## config.mk

```make
export PLATFORM = sky130hd
export DESIGN_NAME = ook_modem_config_registers
export DESIGN_NICKNAME = d
export VERILOG_FILES = /design/src/ook_modem_pkg.sv /design/src/ook_modem_config_registers.sv
export SDC_FILE = /design/constraint.sdc
export NUM_CORES = 1
export LEC_CHECK = 0
export BUFFER_PORTS_ARGS = -buffer_cell sky130_fd_sc_hd__buf_2
export CORE_ASPECT_RATIO = 0.75
export CORE_MARGIN = 2
export CORE_UTILIZATION = 57
export DETAILED_ROUTE_END_ITERATION = 7
export PLACE_DENSITY = 0.79
export RECOVER_POWER = 50
export SLEW_MARGIN = 20
export SYNTH_ARGS = -nofsm -noshare
export SYNTH_HDL_FRONTEND = slang
export SYNTH_SLANG_ARGS = --single-unit
```

## constraint.sdc

```tcl
create_clock -name CLOCK -period 2.9 [get_ports CLOCK]
set_input_delay 0.29 -clock CLOCK [delete_from_list [all_inputs] [get_ports CLOCK]]
set_output_delay 0.29 -clock CLOCK [all_outputs]
set_load 0.005 [all_outputs]
```

## src/ook_modem_pkg.sv

```systemverilog
// Shared constants of the modem configuration register bank.
// Assumes a single 10 MHz system clock and a host on the serial port.
package ook_modem_pkg;

    // Register addresses as seen in the serial header.
    localparam logic [6:0] ADDR_CONFIG     = 7'h00;
    localparam logic [6:0] ADDR_PORT       = 7'h01;
    localparam logic [6:0] ADDR_SCAN       = 7'h02;
    localparam logic [6:0] ADDR_LEVEL      = 7'h03;
    localparam logic [6:0] ADDR_DWELL_HIGH = 7'h04;
    localparam logic [6:0] ADDR_DWELL_LOW  = 7'h05;
    localparam logic [6:0] ADDR_RESULT     = 7'h06;
    localparam logic [6:0] ADDR_STATUS     = 7'h07;
    localparam logic [6:0] ADDR_PART       = 7'h08;
    localparam logic [6:0] ADDR_REVISION   = 7'h09;

    // Field positions of config_control.
    localparam int CFG_OSC_KEEP_BIT   = 7;
    localparam int CFG_POWER_OFF_BIT  = 6;
    localparam int CFG_STANDBY_BIT    = 5;
    localparam int CFG_CARRIER_ON_BIT = 4;
    localparam int CFG_DRIVE_LSB      = 2;
    localparam int CFG_SPEED_LSB      = 0;

    // Field positions of port_select.
    localparam int PORT_ISOLATE_BIT = 2;
    localparam int PORT_SELECT_LSB  = 0;

    // Values after reset, then the port write mask and the unused speed code.
    localparam logic [7:0] CONFIG_RESET     = 8'h84;
    localparam logic [7:0] PORT_RESET       = 8'h00;
    localparam logic [7:0] SCAN_RESET       = 8'h50;
    localparam logic [7:0] LEVEL_RESET      = 8'hb7;
    localparam logic [7:0] DWELL_HIGH_RESET = 8'h0f;
    localparam logic [7:0] DWELL_LOW_RESET  = 8'h00;
    localparam logic [7:0] PORT_WRITE_MASK  = 8'h07;
    localparam logic [1:0] SPEED_UNUSED     = 2'h3;

    // Serial frame: one read flag, seven address bits, eight data bits.
    localparam logic [4:0] HEADER_LAST_BIT = 5'h07;
    localparam logic [4:0] FRAME_LAST_BIT  = 5'h0f;

    typedef enum logic [1:0] {
        PHASE_IDLE,
        PHASE_HEADER,
        PHASE_DATA
    } spi_phase_t;

endpackage

```

## src/ook_modem_config_registers.sv

```systemverilog
// Configuration register bank of a four-port on-off-keyed modem, reached over SPI.
// Assumes SPI mode 0 with SCLK at most one fifth of CLOCK; every pin input is
// synchronised here and the scan engine supplies its result on the same clock.
// How it works
// - Config bit 7 at 1 keeps the oscillator and reference clock running in power-down.
// - Config bit 5 at 1 switches off only the transmitter, with the PLL left running.
// - Config bit 4 at 1 forces the carrier on, at 0 the carrier follows the key pin.
// - Config bits 3:2 pick reference clock drive: off, normal, level two or three.
// - Config bits 1:0 pick 9.6, 38.4 or 115.2 kbps, and code 3 is unused.
// - Port bit 2 at 1 isolates the modem from every RF port.
// - Port bits 1:0 pick which of the four RF ports joins the common port.
`timescale 1ns/1ps

module ook_modem_config_registers #(
    parameter logic [7:0] PART_CODE     = 8'h5a, // Arbitrary value.
    parameter logic [7:0] REVISION_CODE = 8'h01  // Arbitrary value.
) (
    input  wire logic       CLOCK,
    input  wire logic       RESETN,
    input  wire logic       SPI_CS_N,
    input  wire logic       SPI_SCLK,
    input  wire logic       SPI_MOSI,
    output logic            SPI_MISO,
    output logic            SPI_MISO_OE_N,
    input  wire logic       TRANSMIT_KEY_INPUT_N,
    input  wire logic       RX_OUT_N,
    input  wire logic       DIRECTION,
    input  wire logic [7:0] SCAN_RESULT,
    output logic      [7:0] SCAN_CONTROL,
    output logic      [7:0] RX_TX_LEVEL,
    output logic      [7:0] DWELL_HIGH,
    output logic      [7:0] DWELL_LOW,
    output logic            OSC_ENABLE,
    output logic      [1:0] REF_CLOCK_OUTPUT_DRIVE,
    output logic            PLL_POWER_ON,
    output logic            RX_POWER_ON,
    output logic            TX_POWER_ON,
    output logic            CARRIER_OUTPUT,
    output logic      [1:0] BIT_SPEED_SELECT,
    output logic      [3:0] ANTENNA_PORT_SELECT
);

    logic                      cs_s1, cs_s2;
    logic                      sclk_s1, sclk_s2, sclk_s3;
    logic                      mosi_s1, mosi_s2;
    logic                      key_s1, key_s2;
    logic                      rxout_s1, rxout_s2;
    logic                      dir_s1, dir_s2;
    ook_modem_pkg::spi_phase_t phase;
    logic [4:0]                bit_count;
    logic [14:0]               rx_shift;
    logic                      read_req;
    logic [6:0]                addr;
    logic [7:0]                tx_shift;
    logic [7:0]                config_control;
    logic [7:0]                port_select;
    logic                      sclk_rise, sclk_fall, cs_active;
    logic                      header_done, write_strobe;
    logic [6:0]                header_addr;
    logic [7:0]                write_data;
    logic [7:0]                read_value;
    logic [7:0]                next_config;
    logic [7:0]                next_port;
    logic                      next_power_off, next_standby, next_osc_on;

    // Isolation wins over the selection, so the one-hot never names a port then.
    function automatic logic [3:0] port_onehot(input logic isolate, input logic [1:0] sel);
        port_onehot = isolate ? 4'h0 : 4'(4'h1 << sel);
    endfunction

    // Two flops on every pin; the third SCLK stage only feeds edge detection.
    always_ff @(posedge CLOCK or negedge RESETN) begin
        if (!RESETN) begin
            cs_s1    <= 1'b1;
            cs_s2    <= 1'b1;
            sclk_s1  <= 1'b0;
            sclk_s2  <= 1'b0;
            sclk_s3  <= 1'b0;
            mosi_s1  <= 1'b0;
            mosi_s2  <= 1'b0;
            key_s1   <= 1'b1;
            key_s2   <= 1'b1;
            rxout_s1 <= 1'b1;
            rxout_s2 <= 1'b1;
            dir_s1   <= 1'b0;
            dir_s2   <= 1'b0;
        end else begin
            cs_s1    <= SPI_CS_N;
            cs_s2    <= cs_s1;
            sclk_s1  <= SPI_SCLK;
            sclk_s2  <= sclk_s1;
            sclk_s3  <= sclk_s2;
            mosi_s1  <= SPI_MOSI;
            mosi_s2  <= mosi_s1;
            key_s1   <= TRANSMIT_KEY_INPUT_N;
            key_s2   <= key_s1;
            rxout_s1 <= RX_OUT_N;
            rxout_s2 <= rxout_s1;
            dir_s1   <= DIRECTION;
            dir_s2   <= dir_s1;
        end
    end

    assign cs_active    = ~cs_s2;
    assign sclk_rise    = cs_active & sclk_s2 & ~sclk_s3;
    assign sclk_fall    = cs_active & ~sclk_s2 & sclk_s3;
    assign header_done  = sclk_rise && (bit_count == ook_modem_pkg::HEADER_LAST_BIT);
    assign header_addr  = {rx_shift[5:0], mosi_s2};
    assign write_data   = {rx_shift[6:0], mosi_s2};
    assign write_strobe = sclk_rise && (bit_count == ook_modem_pkg::FRAME_LAST_BIT)
                          && (phase == ook_modem_pkg::PHASE_DATA) && !read_req;

    always_ff @(posedge CLOCK or negedge RESETN) begin
        if (!RESETN) begin
            phase     <= ook_modem_pkg::PHASE_IDLE;
            bit_count <= 5'h00;
            rx_shift  <= 15'h0000;
            read_req  <= 1'b0;
            addr      <= 7'h00;
        end else if (!cs_active) begin
            phase     <= ook_modem_pkg::PHASE_IDLE;
            bit_count <= 5'h00;
        end else if (sclk_rise) begin
            rx_shift  <= {rx_shift[13:0], mosi_s2};
            bit_count <= bit_count + 5'h01;
            case (phase)
                ook_modem_pkg::PHASE_IDLE: begin
                    phase <= ook_modem_pkg::PHASE_HEADER;
                end
                ook_modem_pkg::PHASE_HEADER: begin
                    if (header_done) begin
                        phase    <= ook_modem_pkg::PHASE_DATA;
                        read_req <= rx_shift[6];
                        addr     <= header_addr;
                    end
                end
                ook_modem_pkg::PHASE_DATA: begin
                    // Bits 17 to 32 are ignored; unless CS rises first, the 33rd starts a new frame.
                    if (bit_count == ook_modem_pkg::FRAME_LAST_BIT) begin
                        phase <= ook_modem_pkg::PHASE_IDLE;
                    end
                end
                default: begin
                    phase <= ook_modem_pkg::PHASE_IDLE;
                end
            endcase
        end
    end

    // Unmapped addresses read as zero.
    always_comb begin
        case (header_addr)
            ook_modem_pkg::ADDR_CONFIG:     read_value = config_control;
            ook_modem_pkg::ADDR_PORT:       read_value = port_select;
            ook_modem_pkg::ADDR_SCAN:       read_value = SCAN_CONTROL;
            ook_modem_pkg::ADDR_LEVEL:      read_value = RX_TX_LEVEL;
            ook_modem_pkg::ADDR_DWELL_HIGH: read_value = DWELL_HIGH;
            ook_modem_pkg::ADDR_DWELL_LOW:  read_value = DWELL_LOW;
            ook_modem_pkg::ADDR_RESULT:     read_value = SCAN_RESULT;
            ook_modem_pkg::ADDR_STATUS:     read_value = {5'h00, CARRIER_OUTPUT, dir_s2, rxout_s2};
            ook_modem_pkg::ADDR_PART:       read_value = PART_CODE;
            ook_modem_pkg::ADDR_REVISION:   read_value = REVISION_CODE;
            default:                        read_value = 8'h00;
        endcase
    end

    // MISO shifts on the falling SCLK so the host samples a settled bit.
    always_ff @(posedge CLOCK or negedge RESETN) begin
        if (!RESETN) begin
            SPI_MISO      <= 1'b0;
            SPI_MISO_OE_N <= 1'b1;
            tx_shift      <= 8'h00;
        end else if (!cs_active) begin
            SPI_MISO_OE_N <= 1'b1;
        end else if (header_done && (phase == ook_modem_pkg::PHASE_HEADER)) begin
            SPI_MISO      <= read_value[7];
            tx_shift      <= {read_value[6:0], 1'b0};
            SPI_MISO_OE_N <= ~rx_shift[6];
        // The fall right after the eighth rise keeps bit 7 up for the host's ninth rise;
        // shifting there would hand out bit 6 first and lose bit 7.
        end else if (sclk_fall && (phase == ook_modem_pkg::PHASE_DATA) && read_req
                     && (bit_count != 5'(ook_modem_pkg::HEADER_LAST_BIT + 5'h01))) begin
            SPI_MISO <= tx_shift[7];
            tx_shift <= {tx_shift[6:0], 1'b0};
        end
    end

    always_comb begin
        next_config = config_control;
        next_port   = port_select;
        if (write_strobe && (addr == ook_modem_pkg::ADDR_CONFIG)) begin
            next_config = write_data;
        end
        if (write_strobe && (addr == ook_modem_pkg::ADDR_PORT)) begin
            next_port = write_data & ook_modem_pkg::PORT_WRITE_MASK;
        end
    end

    always_ff @(posedge CLOCK or negedge RESETN) begin
        if (!RESETN) begin
            config_control <= ook_modem_pkg::CONFIG_RESET;
            port_select    <= ook_modem_pkg::PORT_RESET;
            SCAN_CONTROL   <= ook_modem_pkg::SCAN_RESET;
            RX_TX_LEVEL    <= ook_modem_pkg::LEVEL_RESET;
            DWELL_HIGH     <= ook_modem_pkg::DWELL_HIGH_RESET;
            DWELL_LOW      <= ook_modem_pkg::DWELL_LOW_RESET;
        end else begin
            config_control <= next_config;
            port_select    <= next_port;
            if (write_strobe) begin
                case (addr)
                    ook_modem_pkg::ADDR_SCAN:       SCAN_CONTROL <= write_data;
                    ook_modem_pkg::ADDR_LEVEL:      RX_TX_LEVEL  <= write_data;
                    ook_modem_pkg::ADDR_DWELL_HIGH: DWELL_HIGH   <= write_data;
                    ook_modem_pkg::ADDR_DWELL_LOW:  DWELL_LOW    <= write_data;
                    default:                        ;
                endcase
            end
        end
    end

    assign next_power_off = next_config[ook_modem_pkg::CFG_POWER_OFF_BIT];
    assign next_standby   = next_config[ook_modem_pkg::CFG_STANDBY_BIT];
    assign next_osc_on    = ~next_power_off | next_config[ook_modem_pkg::CFG_OSC_KEEP_BIT];

    // Outputs are built from the next values so they move on the same edge as the register.
    always_ff @(posedge CLOCK or negedge RESETN) begin
        if (!RESETN) begin
            OSC_ENABLE             <= 1'b1;
            REF_CLOCK_OUTPUT_DRIVE <= ook_modem_pkg::CONFIG_RESET[ook_modem_pkg::CFG_DRIVE_LSB +: 2];
            PLL_POWER_ON           <= 1'b1;
            RX_POWER_ON            <= 1'b1;
            TX_POWER_ON            <= 1'b1;
            CARRIER_OUTPUT         <= 1'b0;
            BIT_SPEED_SELECT       <= ook_modem_pkg::CONFIG_RESET[ook_modem_pkg::CFG_SPEED_LSB +: 2];
            ANTENNA_PORT_SELECT    <= 4'h1;
        end else begin
            OSC_ENABLE <= next_osc_on;
            REF_CLOCK_OUTPUT_DRIVE <= next_osc_on ?
                next_config[ook_modem_pkg::CFG_DRIVE_LSB +: 2] : 2'h0;
            PLL_POWER_ON <= ~next_power_off;
            RX_POWER_ON  <= ~next_power_off;
            TX_POWER_ON  <= ~next_power_off & ~next_standby;
            CARRIER_OUTPUT <= ~next_power_off & ~next_standby
                & (next_config[ook_modem_pkg::CFG_CARRIER_ON_BIT] | ~key_s2);
            // The unused speed code leaves the digital divider where it was.
            if (next_config[ook_modem_pkg::CFG_SPEED_LSB +: 2] != ook_modem_pkg::SPEED_UNUSED) begin
                BIT_SPEED_SELECT <= next_config[ook_modem_pkg::CFG_SPEED_LSB +: 2];
            end
            // One flop edge moves straight to the new port, never through another.
            ANTENNA_PORT_SELECT <= port_onehot(next_port[ook_modem_pkg::PORT_ISOLATE_BIT],
                next_port[ook_modem_pkg::PORT_SELECT_LSB +: 2]);
        end
    end
endmodule

```

# After elaboration in Yosys (flattened, before gate mapping)
# Cells that the tools add are included.
dict set report totals {
  reg_bits 100
  inputBits 16
}
dict set report classes {
  addsub 1
  eq_ne 22
  shifts 1
  n_mux 18
  bitwise 15
  reduce_logical 25
}
# cell count
set op_table {}
lappend op_table {{one-hot mux 8 bit (10 select lines)} 1}
lappend op_table {{== test 7 x 3 -> 1 bit (second input constant)} 6}
lappend op_table {{== test 7 x 2 -> 1 bit (second input constant)} 4}
lappend op_table {{2-to-1 mux 8 bit} 3}
lappend op_table {{== test 7 x 1 -> 1 bit (second input constant)} 2}
lappend op_table {{== test 7 x 4 -> 1 bit (second input constant)} 2}
lappend op_table {{logical NOT 7 bit} 2}
lappend op_table {{AND reduction 2 bit} 6}
lappend op_table {{logical AND 1 bit} 10}
lappend op_table {{2-to-1 mux 2 bit} 5}
lappend op_table {{2-to-1 mux 5 bit} 2}
lappend op_table {{NOT 1 bit} 7}
lappend op_table {{bitwise AND 1 bit} 6}
lappend op_table {{inequality test 3 bit (second input constant)} 2}
lappend op_table {{one-hot mux 2 bit (3 select lines)} 1}
lappend op_table {{nonzero test 2 bit} 3}
lappend op_table {{adder 5 x 1 -> 5 bit (second input constant)} 1}
lappend op_table {{== test 5 x 3 -> 1 bit (second input constant)} 1}
lappend op_table {{== test 5 x 4 -> 1 bit (second input constant)} 1}
lappend op_table {{inequality test 5 x 4 -> 1 bit (second input constant)} 1}
lappend op_table {{2-to-1 mux 1 bit} 4}
lappend op_table {{2-to-1 mux 4 bit} 1}
lappend op_table {{AND reduction 4 bit} 1}
lappend op_table {{<< shifter 1 x 2 -> 4 bit (first input constant)} 1}
lappend op_table {{other kinds (8)} 9}

# Depth between registers and ports, before layout
dict set report logic_depth {
  word_depth 11
  mapped_depth 8
  ltp_nobuf 7
}

# Worst setup path before layout
# OpenSTA, ideal clock, no wires.
dict set report synth_timing {
  kind {reg-to-reg}
  from {register bit_count[0]}
  to {register DWELL_HIGH[4]}
  setup_time_ns 0.125
  arrival_time_ns 2.096
  setup_slack_ns 0.679
  path_stages_with_launch 9
  n_path_buf 1
  synth_period_minus_slack_ns 2.221
  path_cell_list {dfrtp_1 -> ha_1 -> and3_1 -> ha_1 -> and4bb_2 -> nand3_4 -> or4_1 -> buf_6 -> mux2_4}
}
dict set report synth_between {
  elab_chain_cells 5
}
# item line
set synth_lines {}
lappend synth_lines {{start, declared} ook_modem_config_registers.sv:50} ;# logic [4:0] bit_count;
lappend synth_lines {{start signal, assigned} ook_modem_config_registers.sv:125} ;# bit_count <= bit_count + 5'h01;
lappend synth_lines {{== test 5 x 4 -> 1 bit} ook_modem_config_registers.sv:110} ;# assign write_strobe = sclk_rise && (bit_count == ook_modem_pkg::FRAME_LAST_BIT)
lappend synth_lines {{logical AND 1 bit} ook_modem_config_registers.sv:110}
lappend synth_lines {{logical AND 1 bit (2 in series)} ook_modem_config_registers.sv:111} ;# && (phase == ook_modem_pkg::PHASE_DATA) && !read_req;
lappend synth_lines {{AND reduction 2 bit (no source line)} n/a}
lappend synth_lines {{end signal, assigned} ook_modem_config_registers.sv:205} ;# DWELL_HIGH <= ook_modem_pkg::DWELL_HIGH_RESET;
lappend synth_lines {{end signal, assigned} ook_modem_config_registers.sv:214} ;# ook_modem_pkg::ADDR_DWELL_HIGH: DWELL_HIGH <= write_data;
lappend synth_lines {{end, declared} ook_modem_config_registers.sv:31} ;# output logic [7:0] DWELL_HIGH,
# Every way passes these cells.
# A chain may end at the register's enable or synchronous reset.

# Worst setup path after layout
dict set report layout_timing {
  from {register bit_count[0]}
  to {register DWELL_HIGH[7]}
}
# Same word-level chain as after synthesis.

==> qor.log <==
INFO  sta            fin_worst_hold_slack=0.357ns
INFO  clock_tree     clkSinkCount=99
INFO  synth          synth-warning-count=0
INFO  synth          yosys-top-cells-count=73 x sky130_fd_sc_hd__dfrtp_1, 41 x sky130_fd_sc_hd__mux2_2, 26 x sky130_fd_sc_hd__dfstp_2
INFO  finish         fillerInstances=608
INFO  clock_tree     clkLatencyLatePin=0.38ns
INFO  global_routing globalRouteTotalUtil=24.9%
INFO  power          cellLeakagePower=2.50nW
INFO  sta            finalClockSkew=0.0117ns
INFO  floorplanning  design.die.area=8860squm
INFO  sta            report.final.slew_viol_count=0
INFO  floorplanning  die_y=82.0microns
INFO  global_routing largest_net_degree_at_the_start_of_global_routing=52
INFO  synth          synth_area_per_cell=13.1squm
INFO  sta            max_slew.worst_pin.slew=1.25ns
INFO  clock_tree     post_cts_buffers=0
INFO  synth          syn_inst=354
INFO  synth          yosys.area.top_type=sky130_fd_sc_hd__dfrtp_1
INFO  global_routing first_global_vias=3035
INFO  synth          synth-async-reset-ratio=100%
INFO  floorplanning  starting_density_of_the_core=58.7%
INFO  floorplanning  die-width=108microns
INFO  hold_path      min-delay-path-class=register to register
INFO  clock_tree     bufs_on_longest_clock_path=2
INFO  sta            totalNegativeSetupSlack=0ns
INFO  sta            relSlewSlack=17.0%
INFO  finish         final_layout_size_suffix_gt1_share=39.9%
INFO  detailed_routing avgRoutedWirePerCell=18.9microns
INFO  sta            final_hold_violation_count=0
INFO  place          io_buffer_count=62
INFO  detailed_routing firstDrtPassIters=4
INFO  synth          synth_area=4630squm
INFO  global_routing global_route.overflow_total=0
INFO  detailed_routing postRouteWirelength=10100microns
INFO  job            max_cap_viol_count=0
INFO  synth          synthesis.nets=373
INFO  floorplanning  core_area=7880squm
INFO  finish         final_design_area_no_fill=5260squm
INFO  detailed_routing vias_after_detailed_routing=3150
INFO  finish         syn2layout_area_growth=13.8%
INFO  synth          post-synth-top-count-cell=sky130_fd_sc_hd__dfrtp_1
INFO  synth          synth.yosys.seq_area_share=54.3%
INFO  run_status     status=completed
INFO  sta            min_period=2.55ns
INFO  clock_tree     tritoncts=yes
INFO  sta            achievable-frequency=393MHz
INFO  finish         nNetsFinal=440
INFO  place          gp_congestion=0.831
INFO  power          design_power_total=2.83mW
INFO  synth          yosys_register_bits=99
INFO  detailed_routing drt_iter0_markers=254
INFO  global_routing grt_antenna_before_repair=0
INFO  place          dp_hpwl=7220microns
INFO  setup_path     cp-end-kind=register
INFO  place          postPlaceCellArea=5040squm
INFO  setup_path     worstSetupPathType=register to register
INFO  floorplanning  rows=28
INFO  clock_tree     clk_pin_slew=0.10ns
INFO  synth          post_synth_edffs=0
INFO  detailed_routing remaining_design_rule_violation_count=0
INFO  clock_tree     clk_root_buffer_cell=sky130_fd_sc_hd__clkbuf_8
INFO  floorplanning  io_pins=63
INFO  finish         seqCellArea=2510squm
INFO  setup_path     cp_max_fo=8
INFO  global_routing grt_first_pass_wirelength=16300microns
INFO  detailed_routing antenna_violating_nets_post_route=0
INFO  finish         finalCoreUtilization=66.8%
INFO  clock_tree     ctsHtreeMaxLevel=3
INFO  sta            finalCritPeriodShare=87.8%
INFO  detailed_routing viasPerCell=5.93
INFO  power          power.density_cell_area=537nW/um^2
INFO  sta            grt_setup_unrepaired=no
INFO  finish         num_antenna_cells=0
INFO  power          irDropWorstVdd=0.000448V
INFO  synth          synth.distinct_cells=55
INFO  setup_path     critPathArrivalTime=2.81ns
INFO  synth          primary_ff_master_synth=sky130_fd_sc_hd__dfrtp_1
INFO  synth          yosysTopAreaCellShare=39.5%
INFO  finish         multi_input_area=1940squm
INFO  setup_path     worst_setup_path_start_kind=register
INFO  sta            setup_violations=0
INFO  clock_tree     tritoncts.num_buffers=9
INFO  setup_path     cp_data_required_time=3.16ns
INFO  synth          synthTopCellsByArea=sky130_fd_sc_hd__dfrtp_1 39%, sky130_fd_sc_hd__dfstp_2 15%, sky130_fd_sc_hd__mux2_2 10%, sky130_fd_sc_hd__mux2_4 6.5%, sky130_fd_sc_hd__mux2i_1 3.5%
[logic make-up (layout without fill, tap and decap cells)]
kind of cell	after synthesis	in the layout	share of synthesized area [%]
buffers and inverters	39	111	3.89
xor gates and xnor gates	3	3	0.568
DFF	99	99	54.3
adders and majority gates	3	3	0.812
and+or+nand+nor	82	82	11.6
AOI/OAI and AO/OA	47	47	7.25
muxes	81	81	21.6
[cell usage in the layout (no fill, tap or decap), types with 4 or more instances in the layout]
master                          netlist  routed
sky130_fd_sc_hd__dfrtp_1             73      73
sky130_fd_sc_hd__buf_2                3      46
sky130_fd_sc_hd__mux2_2              41      41
sky130_fd_sc_hd__dfstp_2             26      20
sky130_fd_sc_hd__mux2_4              20      20
sky130_fd_sc_hd__nor2_1              16      16
sky130_fd_sc_hd__mux2i_1             16      16
sky130_fd_sc_hd__clkbuf_1            17      16
sky130_fd_sc_hd__o21ai_0             13      13
sky130_fd_sc_hd__buf_4                2      13
sky130_fd_sc_hd__inv_1               12      12
sky130_fd_sc_hd__nand2_1             12      12
sky130_fd_sc_hd__clkbuf_8             0       9
sky130_fd_sc_hd__nand3_1              8       8
sky130_fd_sc_hd__dlygate4sd3_1        0       7
sky130_fd_sc_hd__dfstp_1              0       6
sky130_fd_sc_hd__nand3b_1             6       6
sky130_fd_sc_hd__or4_1                5       5
sky130_fd_sc_hd__nand2b_1             5       5
sky130_fd_sc_hd__a31oi_1              5       5
sky130_fd_sc_hd__o211ai_1             5       5
sky130_fd_sc_hd__nor3_1               4       4
sky130_fd_sc_hd__nor2b_1              4       4
sky130_fd_sc_hd__a2bb2oi_1            4       4
[path summary, 6_finish.rpt]
check / startpoint / end / slack (ns) / depth (start not counted)
worst max-delay path: bit_count[0]$_DFFE_PN0P_ / DWELL_HIGH[7]$_DFFE_PN0P_ / 0.35 / 7
worst min-delay path: sclk_s1$_DFF_PN0_ / sclk_s2$_DFF_PN0_ / 0.36 / 0
worst max register to register: bit_count[0]$_DFFE_PN0P_ / DWELL_HIGH[7]$_DFFE_PN0P_ / 0.35 / 7
worst min register to register: sclk_s1$_DFF_PN0_ / sclk_s2$_DFF_PN0_ / 0.36 / 0
max in group asynchronous: RESETN / cs_s2$_DFF_PN1_ / 1.00 / 3
min in group asynchronous: RESETN / ANTENNA_PORT_SELECT[2]$_DFF_PN0_ / 0.70 / 2
[per-layer routing]
metal / share of wire (%) / up-vias / GRT usage, % / wire (microns)
met1: 46 / 1617 / 36.4 / 4650
met4: 1.0 / 0 / 6.79 / 102
met5: 0 / - / 0 / 0
li1: - / 1419 / - / -
met2: 45 / 105 / 37.7 / 4530
met3: 7.7 / 9 / 5.87 / 770
[worst max-delay path, stage by stage, from the launching register on]
cell and delay, ns:
sky130_fd_sc_hd__dfrtp_1 0.42, sky130_fd_sc_hd__ha_1 0.20, sky130_fd_sc_hd__and3_1 0.17, sky130_fd_sc_hd__ha_1 0.15, sky130_fd_sc_hd__and4bb_2 0.27, sky130_fd_sc_hd__nand3_4 0.13, sky130_fd_sc_hd__or4_1 0.70, sky130_fd_sc_hd__mux2_4 0.38
[area by class of cell]
| type | instances | area share (%) |
|---|---|---|
| Inverter | 12 | 0.856 |
| Clock inverter | 6 | 0.927 |
| Tap cell | 105 | 2.50 |
| Sequential cell | 99 | 47.7 |
| Timing Repair Buffer | 83 | 8.82 |
| Clock buffer | 10 | 2.43 |
| Multi-Input combinational cell | 216 | 36.8 |
[what timing repair did]
item	CTS	global route
gates resized for setup	0	0
hold buffers	4	3
hold endpoints to repair	42	3
[power breakdown]
part	switching (mW)	total [mW]	internal [mW]
Combinational	0.280	0.486	0.207
Sequential	0.0916	1.53	1.44
Clock	0.489	0.813	0.324
Total	0.860	2.83	1.97
[flip-flops by register name, summed over array words and instances (netlist names), 2 cells and up]
name	flops
config_control	8
rx_shift	7
tx_shift	7
phase	2
DWELL_LOW	8
BIT_SPEED_SELECT	2
addr	7
bit_count	5
REF_CLOCK_OUTPUT_DRIVE	2
DWELL_HIGH	8
RX_TX_LEVEL	8
ANTENNA_PORT_SELECT	4
SCAN_CONTROL	8
port_select	3
[through the flow]
stage / worst slack [ns] / cells
after floorplan: 0.679 / 354
after CTS: 0.350 / 528
after global routing: 0.226 / 531
final: 0.353 / 531
after global placement: 0.446 / 508
after detailed placement: 0.376 / 508
(Power assumes the default switching activity.)
